--- src/pkg/comparator_pkg.sv ---
// Shared constants and types for the comparator control block
package comparator_pkg;

   // Bus widths
   localparam int DATA_W    = 32;
   localparam int ADDR_W    = 8;
   localparam int BYTE_W    = 8;
   localparam int WORD_SHIFT = 2;

   // Register indices and their byte addresses
   localparam logic [ADDR_W-1:0] IDX_INPUT_DISABLE = 8'h0d;
   localparam logic [ADDR_W-1:0] IDX_CTRL_B        = 8'h13;
   localparam logic [ADDR_W-1:0] IDX_CTRL_A        = 8'h14;
   localparam logic [ADDR_W-1:0] ADDR_INPUT_DISABLE =
      IDX_INPUT_DISABLE << WORD_SHIFT;
   localparam logic [ADDR_W-1:0] ADDR_CTRL_B = IDX_CTRL_B << WORD_SHIFT;
   localparam logic [ADDR_W-1:0] ADDR_CTRL_A = IDX_CTRL_A << WORD_SHIFT;

   // Control and status register A bit positions
   localparam int A_POWER_OFF = 7;
   localparam int A_REF_SEL   = 6;
   localparam int A_RESULT    = 5;
   localparam int A_FLAG      = 4;
   localparam int A_IRQ_EN    = 3;
   localparam int A_ROUTE     = 2;
   localparam int A_MODE_HI   = 1;
   localparam int A_MODE_LO   = 0;

   // Control register B bit positions
   localparam int B_HYST_EN  = 7;
   localparam int B_HYST_LVL = 6;
   localparam int B_TOUCH5   = 5;
   localparam int B_ZERO4    = 4;
   localparam int B_TOUCH3   = 3;
   localparam int B_NEG_SEL  = 2;
   localparam int B_TOUCH1   = 1;
   localparam int B_TOUCH0   = 0;

   // Reset values
   localparam logic [BYTE_W-1:0] RESET_BYTE = 8'h00;

   // Converter channel select
   localparam int CHAN_W     = 4;
   localparam int CHAN_IDX_W = 3;
   localparam int PIN_COUNT  = 8;

   // Hysteresis levels in millivolts
   localparam int HYST_LOW_MV  = 20;
   localparam int HYST_HIGH_MV = 50;

   typedef enum logic [1:0] {
      MODE_TOGGLE   = 2'b00,
      MODE_RESERVED = 2'b01,
      MODE_FALL     = 2'b10,
      MODE_RISE     = 2'b11
   } event_mode_t;

   typedef enum logic [1:0] {
      SEL_NONE    = 2'b00,
      SEL_DISABLE = 2'b01,
      SEL_CTRL_B  = 2'b10,
      SEL_CTRL_A  = 2'b11
   } reg_sel_t;

endpackage

--- src/hw/comparator_control.sv ---
// Comparator control, status and input buffer logic on APB
//
// The implementer's own choice: the APB interface to the registers.
`timescale 1ns/1ps

// Overview of operation
// - Power-off bit cuts comparator power; may be set any time
// - Reference select picks internal reference, else positive pin
// - Result passes a synchroniser, one to two cycles delay
// - Flag sets when synchronised result change matches event mode
// - Interrupt requested when flag, enable and global enable all set
// - Flag clears on vector execution or on write of one
// - Capture routing bit connects result to timer capture front end
// - Mode 00 toggle, 01 reserved, 10 falling, 11 rising
// - Hysteresis enable on; level bit picks 20 or 50 mV
// - Bit 4 of register B is read-only zero
// - Negative input from converter mux when selected and converter off; code also requires channel code below 8
// - Set disable bit kills pin input buffer; pin reads zero
// - All control bits reset to zero; result bit also resets to zero in the synchroniser
// - Result is one when positive input exceeds negative input
// - Channel codes 0000 to 0111 route converter pins 0 to 7
module comparator_control
   import comparator_pkg::*;
#(
   parameter int PINS = PIN_COUNT
) (
   input  wire logic              pclk,
   input  wire logic              presetn,
   input  wire logic              clk_en,
   input  wire logic              psel,
   input  wire logic              penable,
   input  wire logic              pwrite,
   input  wire logic [ADDR_W-1:0] paddr,
   input  wire logic [DATA_W-1:0] pwdata,
   output      logic [DATA_W-1:0] prdata,
   output      logic              pready,
   output      logic              pslverr,
   input  wire logic              compare_raw,
   input  wire logic [PINS-1:0]   pin_raw,
   input  wire logic              converter_enable,
   input  wire logic [CHAN_W-1:0] channel_select,
   input  wire logic              global_irq_enable,
   input  wire logic              irq_vector_ack,
   output      logic              comparator_power_off,
   output      logic              positive_ref_select,
   output      logic              negative_mux_active,
   output      logic [CHAN_IDX_W-1:0] negative_channel,
   output      logic              hysteresis_on,
   output      logic              hysteresis_high,
   output      logic              compare_result_sync,
   output      logic              compare_irq,
   output      logic              capture_route_enable,
   output      logic              capture_trigger,
   output      logic [PINS-1:0]   input_buffer_off,
   output      logic [PINS-1:0]   pin_read
);

   // Address decode shared by read and write paths
   function automatic reg_sel_t decode(input logic [ADDR_W-1:0] a);
      reg_sel_t s;
      s = SEL_NONE;
      if (a == ADDR_INPUT_DISABLE) begin
         s = SEL_DISABLE;
      end else if (a == ADDR_CTRL_B) begin
         s = SEL_CTRL_B;
      end else if (a == ADDR_CTRL_A) begin
         s = SEL_CTRL_A;
      end
      return s;
   endfunction

   // Bus state
   logic [DATA_W-1:0] prdata_q;
   logic              pready_q;
   logic              pslverr_q;
   reg_sel_t          sel;
   logic              setup;
   logic              wr_en;
   logic [BYTE_W-1:0] wbyte;
   logic [BYTE_W-1:0] rbyte;

   // Register A fields
   logic              power_off_q;
   logic              ref_sel_q;
   logic              flag_q;
   logic              flag_d;
   logic              irq_en_q;
   logic              route_q;
   event_mode_t       mode_q;

   // Register B fields
   logic              hyst_en_q;
   logic              hyst_lvl_q;
   logic              neg_sel_q;
   logic [3:0]        touch_q;

   // Input disable register
   logic [PINS-1:0]   disable_q;

   // Result path
   logic              result_sync;
   logic              event_hit;
   logic              flag_clear;
   logic [PINS-1:0]   pin_sync;
   logic              mux_code_ok;

   // Registered outputs
   logic              irq_q;
   logic              trigger_q;
   logic              mux_active_q;
   logic [CHAN_IDX_W-1:0] channel_q;
   logic              hyst_high_q;
   logic [PINS-1:0]   pin_read_q;

   // Comparator result synchroniser
   sync2 #(
      .WIDTH (1)
   ) u_result_sync (
      .clk   (pclk),
      .rst_n (presetn),
      .en    (clk_en),
      .d     (compare_raw),
      .q     (result_sync)
   );

   // Pin level synchroniser
   sync2 #(
      .WIDTH (PINS)
   ) u_pin_sync (
      .clk   (pclk),
      .rst_n (presetn),
      .en    (clk_en),
      .d     (pin_raw),
      .q     (pin_sync)
   );

   // Result event detector
   edge_event u_event (
      .clk   (pclk),
      .rst_n (presetn),
      .en    (clk_en),
      .level (result_sync),
      .mode  (mode_q),
      .hit   (event_hit)
   );

   // Bus decode
   assign sel   = decode(paddr);
   assign setup = psel & ~penable;
   assign wr_en = psel & penable & pwrite & pready_q & ~pslverr_q;
   assign wbyte = pwdata[BYTE_W-1:0];

   // Read mux
   always_comb begin
      rbyte = RESET_BYTE;
      case (sel)
         SEL_DISABLE: begin
            rbyte = disable_q[BYTE_W-1:0];
         end
         SEL_CTRL_B: begin
            rbyte[B_HYST_EN]  = hyst_en_q;
            rbyte[B_HYST_LVL] = hyst_lvl_q;
            rbyte[B_TOUCH5]   = touch_q[3];
            rbyte[B_ZERO4]    = 1'b0;
            rbyte[B_TOUCH3]   = touch_q[2];
            rbyte[B_NEG_SEL]  = neg_sel_q;
            rbyte[B_TOUCH1]   = touch_q[1];
            rbyte[B_TOUCH0]   = touch_q[0];
         end
         SEL_CTRL_A: begin
            rbyte[A_POWER_OFF] = power_off_q;
            rbyte[A_REF_SEL]   = ref_sel_q;
            rbyte[A_RESULT]    = result_sync;
            rbyte[A_FLAG]      = flag_q;
            rbyte[A_IRQ_EN]    = irq_en_q;
            rbyte[A_ROUTE]     = route_q;
            rbyte[A_MODE_HI]   = mode_q[1];
            rbyte[A_MODE_LO]   = mode_q[0];
         end
         default: begin
            rbyte = RESET_BYTE;
         end
      endcase
   end

   // Ready: one cycle after setup
   always_ff @(posedge pclk or negedge presetn) begin
      if (!presetn) begin
         pready_q <= 1'b0;
      end else if (clk_en) begin
         pready_q <= setup;
      end
   end

   // Error for unmapped addresses
   always_ff @(posedge pclk or negedge presetn) begin
      if (!presetn) begin
         pslverr_q <= 1'b0;
      end else if (clk_en) begin
         pslverr_q <= setup & (sel == SEL_NONE);
      end
   end

   // Read data captured at setup
   always_ff @(posedge pclk or negedge presetn) begin
      if (!presetn) begin
         prdata_q <= '0;
      end else if (clk_en) begin
         if (setup && !pwrite) begin
            prdata_q <= {{(DATA_W-BYTE_W){1'b0}}, rbyte};
         end else begin
            prdata_q <= '0;
         end
      end
   end

   // Register A control bits
   always_ff @(posedge pclk or negedge presetn) begin
      if (!presetn) begin
         power_off_q <= 1'b0;
         ref_sel_q   <= 1'b0;
         irq_en_q    <= 1'b0;
         route_q     <= 1'b0;
         mode_q      <= MODE_TOGGLE;
      end else if (clk_en && wr_en && sel == SEL_CTRL_A) begin
         power_off_q <= wbyte[A_POWER_OFF];
         ref_sel_q   <= wbyte[A_REF_SEL];
         irq_en_q    <= wbyte[A_IRQ_EN];
         route_q     <= wbyte[A_ROUTE];
         mode_q      <= event_mode_t'({wbyte[A_MODE_HI],
                                       wbyte[A_MODE_LO]});
      end
   end

   // Event flag: set wins over clear
   assign flag_clear = irq_vector_ack |
      (wr_en & (sel == SEL_CTRL_A) & wbyte[A_FLAG]);
   assign flag_d = event_hit | (flag_q & ~flag_clear);

   always_ff @(posedge pclk or negedge presetn) begin
      if (!presetn) begin
         flag_q <= 1'b0;
      end else if (clk_en) begin
         flag_q <= flag_d;
      end
   end

   // Register B control bits
   always_ff @(posedge pclk or negedge presetn) begin
      if (!presetn) begin
         hyst_en_q  <= 1'b0;
         hyst_lvl_q <= 1'b0;
         neg_sel_q  <= 1'b0;
         touch_q    <= '0;
      end else if (clk_en && wr_en && sel == SEL_CTRL_B) begin
         hyst_en_q  <= wbyte[B_HYST_EN];
         hyst_lvl_q <= wbyte[B_HYST_LVL];
         neg_sel_q  <= wbyte[B_NEG_SEL];
         touch_q    <= {wbyte[B_TOUCH5], wbyte[B_TOUCH3],
                        wbyte[B_TOUCH1], wbyte[B_TOUCH0]};
      end
   end

   // Input buffer disable register
   always_ff @(posedge pclk or negedge presetn) begin
      if (!presetn) begin
         disable_q <= '0;
      end else if (clk_en && wr_en && sel == SEL_DISABLE) begin
         disable_q <= wbyte[PINS-1:0];
      end
   end

   // Interrupt request
   always_ff @(posedge pclk or negedge presetn) begin
      if (!presetn) begin
         irq_q <= 1'b0;
      end else if (clk_en) begin
         irq_q <= flag_q & irq_en_q & global_irq_enable;
      end
   end

   // Timer capture path
   always_ff @(posedge pclk or negedge presetn) begin
      if (!presetn) begin
         trigger_q <= 1'b0;
      end else if (clk_en) begin
         trigger_q <= route_q & result_sync;
      end
   end

   // Negative input selection
   assign mux_code_ok = (channel_select < CHAN_W'(PIN_COUNT));

   always_ff @(posedge pclk or negedge presetn) begin
      if (!presetn) begin
         mux_active_q <= 1'b0;
      end else if (clk_en) begin
         mux_active_q <= neg_sel_q & ~converter_enable
                         & mux_code_ok;
      end
   end

   always_ff @(posedge pclk or negedge presetn) begin
      if (!presetn) begin
         channel_q <= '0;
      end else if (clk_en) begin
         channel_q <= channel_select[CHAN_IDX_W-1:0];
      end
   end

   // Hysteresis level ignored while disabled
   always_ff @(posedge pclk or negedge presetn) begin
      if (!presetn) begin
         hyst_high_q <= 1'b0;
      end else if (clk_en && wr_en && sel == SEL_CTRL_B) begin
         hyst_high_q <= wbyte[B_HYST_EN] & wbyte[B_HYST_LVL];
      end
   end

   // Port input reads masked by disables
   always_ff @(posedge pclk or negedge presetn) begin
      if (!presetn) begin
         pin_read_q <= '0;
      end else if (clk_en) begin
         pin_read_q <= pin_sync & ~disable_q;
      end
   end

   // Output wiring
   assign prdata               = prdata_q;
   assign pready               = pready_q;
   assign pslverr              = pslverr_q;
   assign comparator_power_off = power_off_q;
   assign positive_ref_select  = ref_sel_q;
   assign negative_mux_active  = mux_active_q;
   assign negative_channel     = channel_q;
   assign hysteresis_on        = hyst_en_q;
   assign hysteresis_high      = hyst_high_q;
   assign compare_result_sync  = result_sync;
   assign compare_irq          = irq_q;
   assign capture_route_enable = route_q;
   assign capture_trigger      = trigger_q;
   assign input_buffer_off     = disable_q;
   assign pin_read             = pin_read_q;

endmodule

--- src/hw/edge_event.sv ---
// Edge and toggle event detector on a synchronised level
`timescale 1ns/1ps
module edge_event
   import comparator_pkg::*;
(
   input  wire logic        clk,
   input  wire logic        rst_n,
   input  wire logic        en,
   input  wire logic        level,
   input  event_mode_t      mode,
   output      logic        hit
);
   logic prev_q;
   logic primed_q;
   logic rise;
   logic fall;

   // Previous value, primed after first sample
   always_ff @(posedge clk or negedge rst_n) begin
      if (!rst_n) begin
         prev_q   <= 1'b0;
         primed_q <= 1'b0;
      end else if (en) begin
         prev_q   <= level;
         primed_q <= 1'b1;
      end
   end

   assign rise = primed_q & level & ~prev_q;
   assign fall = primed_q & ~level & prev_q;

   always_comb begin
      case (mode)
         MODE_TOGGLE: hit = rise | fall;
         MODE_FALL:   hit = fall;
         MODE_RISE:   hit = rise;
         default:     hit = 1'b0;
      endcase
   end
endmodule

--- src/hw/sync2.sv ---
// Two-flop synchroniser for asynchronous levels
`timescale 1ns/1ps
module sync2 #(
   parameter int WIDTH = 1
) (
   input  wire logic             clk,
   input  wire logic             rst_n,
   input  wire logic             en,
   input  wire logic [WIDTH-1:0] d,
   output      logic [WIDTH-1:0] q
);
   logic [WIDTH-1:0] stage1_q;
   logic [WIDTH-1:0] stage2_q;

   always_ff @(posedge clk or negedge rst_n) begin
      if (!rst_n) begin
         stage1_q <= '0;
         stage2_q <= '0;
      end else if (en) begin
         stage1_q <= d;
         stage2_q <= stage1_q;
      end
   end

   assign q = stage2_q;
endmodule

--- config.mk ---
export PLATFORM = sky130hd
export DESIGN_NAME = comparator_control
export DESIGN_NICKNAME = d
export VERILOG_FILES = /design/src/pkg/comparator_pkg.sv /design/src/hw/comparator_control.sv /design/src/hw/edge_event.sv /design/src/hw/sync2.sv
export SDC_FILE = /design/constraint.sdc
export NUM_CORES = 1
export LEC_CHECK = 0
export BUFFER_PORTS_ARGS = -buffer_cell sky130_fd_sc_hd__buf_4
export CORE_UTILIZATION = 45
export CTS_BUF_LIST = sky130_fd_sc_hd__clkbuf_4
export CTS_CLUSTER_SIZE = 24
export DETAILED_ROUTE_END_ITERATION = 8
export PLACE_DENSITY = 0.8
export SLEW_MARGIN = 20
export SYNTH_ARGS = -nofsm -noshare
export SYNTH_HDL_FRONTEND = slang
export SYNTH_SLANG_ARGS = --single-unit
--- constraint.sdc ---
create_clock -name pclk -period 1.49 [get_ports pclk]
set_clock_uncertainty 0.2 [all_clocks]
set_input_delay 0.2235 -clock pclk [delete_from_list [all_inputs] [get_ports pclk]]
set_output_delay 0.2235 -clock pclk [all_outputs]
set_load 0.01 [all_outputs]
==> results of run 1 <==
## power groups by stage
stage	sequential (mW)	combinational, mW	clock [mW]
finish	2.00	0.568	1.15
CTS	2.00	0.567	1.17
global route	2.02	0.623	1.25
floorplan	2.05	0.249	0
detailed placement	2.04	0.501	0
global placement	2.03	0.490	0
## tightest hold or removal path, stage by stage
cell,delay [ns]
buf_4,0.12
buf_12,0.16
o32ai_1,0.09
## per-stage QoR
step | cell area, um2 | std cells | util (%) | total power [mW]
after detailed placement | 3730 | 404 | 57.8 | 2.54
final | 4220 | 451 | 65.3 | 3.72
after global routing | 4220 | 451 | 65.3 | 3.89
after floorplan | 3140 | 270 | - | 2.30
after global placement | 3730 | 404 | 57.8 | 2.52
after CTS | 4180 | 450 | 64.7 | 3.74
## state kept, by name (all words and copies together), names as in the netlist, 2 cells and up
name	count
input_buffer_off	8
mode_q	2
negative_channel	3
pin_read	8
prdata	8
touch_q	4
u_pin_sync.q	8
u_pin_sync.stage1_q	8
## final cells by class
type | instances | area [um2]
Timing Repair Buffer | 122 | 1040
Fill cell | 495 | 2240
Multi-Input combinational cell | 144 | 1180
Tap cell | 77 | 96.3
Inverter | 25 | 93.8
Sequential cell | 67 | 1680
Clock inverter | 6 | 56.3
Clock buffer | 10 | 75.1
## worst paths after layout
| check | from | end | slack [ns] | cells after the start |
|---|---|---|---|---|
| min in group asynchronous | presetn | u_pin_sync.q[7] | 0.13 | 3 |
| setup reg to reg | pready | touch_q[1] | -0.21 | 5 |
| max in group asynchronous | presetn | u_pin_sync.q[2] | 0.67 | 3 |
| hold / removal | clk_en | negative_mux_active | 0.02 | 3 |
| hold reg to reg | u_event.primed_q | u_event.primed_q | 0.30 | 1 |
| setup / recovery | pready | touch_q[1] | -0.21 | 5 |
## metal layers
| metal | wire length [um] | part of all wire (%) |
|---|---|---|
| met1 | 2930 | 43 |
| met2 | 3400 | 50 |
| met4 | 166 | 2.4 |
| met5 | 0 | 0 |
| met3 | 363 | 5.3 |
## kinds of logic after synthesis
| group | share of synthesized area [%] |
|---|---|
| other | 0.123 |
| AND/OR/NAND/NOR | 8.27 |
| XOR/XNOR | 0.286 |
| buffers and inverters | 10.6 |
| flip-flops | 54.8 |
| AO/OA/AOI/OAI | 10.1 |
| multiplexers | 15.8 |
## cell usage after synthesis (2+ instances only)
master	instances
nand4b_1	2
o22ai_1	9
buf_4	24
nor2_1	2
o32ai_1	2
nand4_1	2
inv_1	25
dfrtp_1	67
a22oi_1	7
buf_2	4
mux2_2	42
clkbuf_1	5
nor3b_1	2
a22o_1	7
o21ai_0	12
nand2_1	5
nand3b_1	8
## what timing repair did
action | in CTS | in global routing
pin swaps | 2 | 3
hold buffers | 28 | 0
setup endpoints to repair | 25 | 35
setup buffers | 3 | 1
hold endpoints to repair | 111 | 0
gates resized for setup | 5 | 7
==> metrics.yaml, run 1 <==
worst_slack_ns: -0.208
timing.hold.ws_ns: 0.0178
fin_crit_ns: 1.70
clock_latency_ns: 0.42
ant_nets: 0
final_common_cell: "buf_4"
wl_per_cell_um: 15.2
clockBufferDepth: 2
slew_viol_final: 0
ys_types: 39
syn_avg_cell_area_um2: 12.4
switchingPower_mw: 0.950
grt_use_total_pct: 20.4
yosysSeqAreaShare_pct: 54.8
cts-root-buf: "clkbuf_4"
firstDrtPassIters: 8
first_global_vias: 2342
power.share.clock_pct: 30.8
cp.arrival_ns: 1.80
vias_per_cell: 5.07
hold_viol: 0
max_cap_viol_count: 0
die_h_um: 84.4
critPathLaunchType: "flop"
nNetsFinal: 431
peakVddDrop_mv: 0.698
grt_antenna_before_repair: 0
drive_above_1_share_pct: 43.9
crit_required_ns: 1.59
grt_pass1_wl_um: 11100
max_freq_ghz: 0.589
pin_count: 124
yosysTopAreaCellShare_pct: 54.8
status: "finished, violations left"
gr-usage-met1_pct: 24.8
antennaDiodeCount: 0
wirelength_um: 6860
syn-cell-area_mm2: 0.00306
top_usage_layer: "met2"
min_path_type: "input port to flop"
setup_viol: 25
numClockSinks: 67
critPathKind: "flop to flop"
place_ws_ns: -0.286
failed_checks: "design-rule violations, negative setup slack"
end_kind: "flop"
final_cell_mix: "buf_4, dfrtp_1, mux2_2, dlygate4sd3_1, inv_1"
area_growth_pct: 38.0
coreArea_mm2: 0.00646
drtIter0Drc: 108
pwr-share-seq_pct: 53.9
drc: 9
cts_buffers: 9
place_congestion: 0.766
initial_core_util_pct: 47.3
cts_tree: "done"
cts_htree_levels: 3
crit_chain: "nand4_1 > nor3b_4 > buf_6 > nand3_4 > mux2_2"
tns_ns: -3.69
grt_overflow: 0
yosys.area.top_type: "dfrtp_1"
cpPeakStageDelay_ns: 0.37
grt_max_degree: 68
p_per_area_mw_per_mm2: 881
async_flop_share_pct: 100
io_buffers: 75
leakagePower_nw: 2.05
min_period_over_period_pct: 114
yosys-top-cells-area: "dfrtp_1, mux2_2, buf_4"
syn_inst: 247
crit_slowest_cell: "dfrtp_1"
p_int_mw: 2.77
dieArea_mm2: 0.00713
rsz0062_at_grt: "true"
cp_num_buf_inv: 1
cp_top_family: "simple AND/OR/NAND/NOR gates"
dpl.hpwl_um: 4740
rows: 29
combinationalPowerShare_pct: 15.3
worstPathMaxFanout: 8
synth-edff-count: 0
synth_ff_type: "dfrtp_1"
die_w_um: 84.4
vias: 2288
power.share.switching_pct: 25.6
yosys_warnings: 0
path_clk_slew_ns: 0.10
grtUsageMet3_pct: 5.01
grt_util_met2_pct: 34.1
ys_ff_latch: 67
No activity file was read; power rests on OpenSTA's default activity.
==> inputs of run 2 (changes only) <==
Settings changed: REMOVE_ABC_BUFFERS set to 1.
==> run 2 against run 1 <==
The run still ends with design-rule violations, negative setup slack left. Clock power rose by 12%. Sequential share of layout area barely moved. Sequential power barely moved. Core utilization rose by 0.058 points. Critical path depth did not move.
==> metrics.yaml, run 2 (synthesis gave the netlist of run 1 again) <==
coreArea_mm2: 0.00646
wl_per_cell_um: 14.4
nNetsFinal: 433
drtIter0Drc: 98
place_congestion: 0.792
leakagePower_nw: 2.07
tns_ns: -3.00
vias_per_cell: 5.02
drc: 12
peakVddDrop_mv: 0.590
clockBufferDepth: 2
crit_chain: "nand4_1 > nor3b_4 > buf_6 > nand3_4 > mux2_2"
final_common_cell: "buf_4"
grt_max_degree: 38
crit_slowest_cell: "dfrtp_1"
cp_top_family: "simple AND/OR/NAND/NOR gates"
slew_viol_final: 0
rsz0062_at_grt: "true"
setup_viol: 24
pin_count: 124
place_ws_ns: -0.287
grt_overflow: 0
firstDrtPassIters: 8
crit_required_ns: 1.57
cts_buffers: 9
fin_crit_ns: 1.67
cts_htree_levels: 3
rows: 29
cp_num_buf_inv: 1
vias: 2267
drive_above_1_share_pct: 43.2
p_per_area_mw_per_mm2: 913
max_cap_viol_count: 0
final_cell_mix: "buf_4, dfrtp_1, mux2_2, dlygate4sd3_1, inv_1"
cpPeakStageDelay_ns: 0.37
end_kind: "flop"
grt_pass1_wl_um: 10900
clock_latency_ns: 0.40
cts_tree: "done"
cp.arrival_ns: 1.75
path_clk_slew_ns: 0.11
hold_viol: 0
max_freq_ghz: 0.599
antennaDiodeCount: 0
area_growth_pct: 38.1
io_buffers: 75
grt_antenna_before_repair: 0
worst_slack_ns: -0.180
dieArea_mm2: 0.00713
worstPathMaxFanout: 8
critPathKind: "flop to flop"
grt_use_total_pct: 19.8
die_w_um: 84.4
ant_nets: 0
min_path_type: "input port to asynchronous set/reset pin"
fill_cells: 499
min_period_over_period_pct: 112
die_h_um: 84.4
timing.hold.ws_ns: 0.0311
status: "finished, violations left"
failed_checks: "design-rule violations, negative setup slack"
first_global_vias: 2285
dpl.hpwl_um: 4470
numClockSinks: 67
cts-root-buf: "clkbuf_4"
critPathLaunchType: "flop"
wirelength_um: 6530
initial_core_util_pct: 47.3
## run 2: changes by cell type in the layout (fill, tap and decap cells not counted), sizes merged
cell | previous run | this run
buf | 94 | 96
bufinv | 1 | 2
clkbuf | 10 | 9
clkinv | 3 | 4
clkinvlp | 2 | 0
## run 2: final timing paths
path,startpoint,endpoint,slack [ns],depth (start not counted)
min reg2reg,u_event.primed_q,u_event.primed_q,0.29,1
max,pready,touch_q[3],-0.18,5
max in group asynchronous,presetn,input_buffer_off[2],0.58,3
min in group pclk,clk_en,prdata[6],0.07,3
max reg2reg,pready,touch_q[3],-0.18,5
min,presetn,prdata[5],0.03,2
## run 2: where the power goes
group          switching (mW)  internal (mW)  total [mW]
Combinational           0.248          0.319       0.567
Clock                   0.627          0.661        1.29
Sequential             0.0665           1.93        2.00
## run 2: stage by stage
step	power, mW	utilization (%)	instances	area (um2)
floorplan	2.23	-	236	2910
global placement	2.51	57.7	405	3730
detailed placement	2.52	57.7	405	3730
CTS	3.89	65.1	451	4210
global route	4.04	65.4	452	4220
finish	3.86	65.4	452	4220
## run 2: layer usage
metal	vias to the layer above	share of wire, %	GRT usage [%]
met5	-	0	0
met4	0	1.2	8.47
met3	10	4.4	4.62
met2	70	52	34.2
met1	1113	43	23.9
li1	1074	-	-
## run 2: final cells by class
class	count	area [um2]	area share, %
sequential	67	1680	39.7
multi-input combinational	144	1160	27.4
timing repair buffer	124	1050	24.8
tap	77	96.3	2.28
inverter	25	93.8	2.22
clock inverter	6	81.3	1.93
clock buffer	9	67.6	1.60
## run 2: repair_timing
item	in CTS	in global routing
resized for setup	7	4
buffers inserted	3	2
endpoints found under the setup margin	25	28
hold buffers	28	0
endpoints found under the hold margin	107	0
pin swaps	2	0
==> inputs of run 3 (changes only) <==
Settings changed: ABC_AREA set to 1, CORE_UTILIZATION 45 to 54, PLACE_DENSITY 0.8 to 0.9.
Clock period 1.49 ns to 2 ns, I/O delays scaled along.
==> run 3 against run 2 <==
Sequential share of layout area is 2.1 points higher. Register-to-register slack better by 0.45 ns. Via count is 19% higher. Core utilization is 7.4 points higher. Highest routed layer unchanged. Flip-flop and latch count stayed put. Cell count is 20% higher. Synthesized cell count is 45% higher. Critical endpoint is now mode_q[1]. Cell area is 5.2% lower. Critical path type unchanged. Routed wire length is 6.1% higher. The flow now finishes without violations. Clock-buffer cell count is 3 higher. Synthesized area is 0.45% higher.
==> metrics.yaml, run 3 <==
die_w_um: 77.4
synth_compound_area_share_pct: 9.45
r2r_slack_ns: 0.27
slew_viol_final: 0
hold_viol: 0
p_per_area_mw_per_mm2: 640
synthXorXnorAreaFrac_pct: 0
drive_above_1_share_pct: 22.6
min_from: "psel"
ys_types: 25
vias: 2704
place_ws_ns: 0.236
hold_depth: 3
max_freq_ghz: 0.579
dieArea_mm2: 0.00599
cts_tree: "done"
yosys.area.top_type: "dfrtp_1"
instances_no_fill: 541
grt_max_degree: 50
tns_ns: 0
crit_required_ns: 2.08
synth_mux_area_share_pct: 0
syn-cell-area_mm2: 0.00307
yosysSeqAreaShare_pct: 54.6
yosysMostFrequentCell: "nand2_1"
cts_resized: 0
synth-edff-count: 0
setup_viol: 0
worst_slew_pin_slew_ns: 0.525
rows: 27
worstHoldEndpoint: "pready"
cp.arrival_ns: 1.80
grt_antenna_before_repair: 0
placedCellCount: 500
area_growth_pct: 30.4
final_cell_mix: "nand2_1, buf_4, dfrtp_1, nand3_1, inv_1"
cts-root-buf: "clkbuf_4"
ys_ff_latch: 67
synth_top_family_by_area: "simple AND/OR/NAND/NOR gates"
power_mw: 2.56
critPathKind: "flop to flop"
numClockSinks: 67
relSlewSlack_pct: 65.0
worst_slack_ns: 0.272
synth_common_cells: "nand2_1, dfrtp_1, nand3_1, inv_1, buf_4"
min_path_type: "input port to flop"
final_common_cell: "nand2_1"
yosysTopAreaCellShare_pct: 54.6
io_buffers: 75
grt_overflow: 0
clock_latency_ns: 0.39
async_flop_share_pct: 100
critPathLaunchType: "flop"
max_cap_viol_count: 0
grt_pass1_wl_um: 11800
leakagePower_nw: 2.14
r2r_start: "pslverr"
drc: 0
synthSimpleGateAreaFrac_pct: 24.4
synth_ff_type: "dfrtp_1"
fill_cells: 427
rr_worst_depth: 6
path_clk_slew_ns: 0.10
fin_area_mm2: 0.00401
first_global_vias: 2629
wirelength_um: 6930
initial_core_util_pct: 55.8
syn_avg_cell_area_um2: 8.58
antennaDiodeCount: 0
end_kind: "flop"
syn_inst: 358
drtIter0Drc: 203
rsz0062_at_grt: "false"
finish.utilization_pct: 72.8
status: "finished clean"
place_congestion: 0.813
grt_use_total_pct: 25.4
timing.hold.ws_ns: 0.0260
fin_crit_ns: 1.73
wl_per_cell_um: 12.8
min_period_over_period_pct: 86.4
pin_count: 124
clockBufferDepth: 2
worstPathMaxFanout: 12
rr_endpoint: "mode_q[1]"
dpl.hpwl_um: 4740
post_synth_fa_ha_maj_area_fraction_pct: 0
placed_area_mm2: 0.00364
ant_nets: 0
coreArea_mm2: 0.00551
yosys-top-cells-area: "dfrtp_1, nand2_1, nand3_1"
nNetsFinal: 527
vias_per_cell: 5.00
cts_htree_levels: 3
yosys_warnings: 0
cts_buffers: 9
die_h_um: 77.4
peakVddDrop_mv: 0.447
firstDrtPassIters: 4
run 3: cell types whose count changed after synthesis, sizes merged, moves of 3 or more:
cell	before	now
a22oi	7	0
nand3b	8	1
nor2	2	16
o31ai	0	4
mux2	42	0
o22ai	9	1
inv	25	32
o21ai	13	39
nand3	3	44
nand2	6	108
nor3b	3	0
run 3: critical path, cell delays in order, from the launching register on:
cell	delay, ns
dfrtp_1	0.40
inv_1	0.07
nand2_1	0.09
nor3_4	0.30
nand2_1	0.33
nand2_1	0.15
o21ai_1	0.07
run 3: kinds of logic (layout without fill, tap and decap cells):
group                  count (synthesis)  in the layout
AOI/OAI and AO/OA                     51             51
buffers and inverters                 68            156
DFF                                   67             67
other                                  1             24
and+or+nand+nor                      171            171
run 3: layout make-up:
cell class	instances	area, um2	share of cell area [%]
Sequential cell	67	1680	41.8
Multi-Input combinational cell	246	1130	28.2
Timing Repair Buffer	109	883	22.0
Inverter	32	120	3.00
Clock buffer	12	90.1	2.25
Tap cell	72	90.1	2.25
Clock inverter	3	16.3	0.406
run 3: worst max path at each step:
stage	endpoint	startpoint	slack (ns)
floorplan	hysteresis_high	paddr[7]	0.41
finish	mode_q[1]	pslverr	0.27
detailed placement	prdata[3]	paddr[3]	0.24
global route	capture_route_enable	pslverr	0.11
CTS	comparator_power_off	pslverr	0.27
global placement	input_buffer_off[3]	paddr[3]	0.31
run 3: where the power goes:
group          internal (mW)  switching (mW)  leakage (nW)
Combinational          0.172           0.191          1.20
Clock                  0.286           0.448        0.0608
Sequential              1.43          0.0412         0.880
Total                   1.88           0.681          2.14
run 3: timing repair:
action / 4_1_cts / 5_1_grt
hold buffers: 26 / 0
endpoints found under the setup margin: 0 / 0
setup buffers: 0 / 0
hold endpoints to repair: 75 / 0
run 3: per-layer routing:
layer,wire [um],track usage [%],up-vias
met5,0,0,-
met4,77,11.3,0
met3,384,4.35,8
met2,3480,42.8,99
met1,2990,32.1,1275
li1,-,-,1322
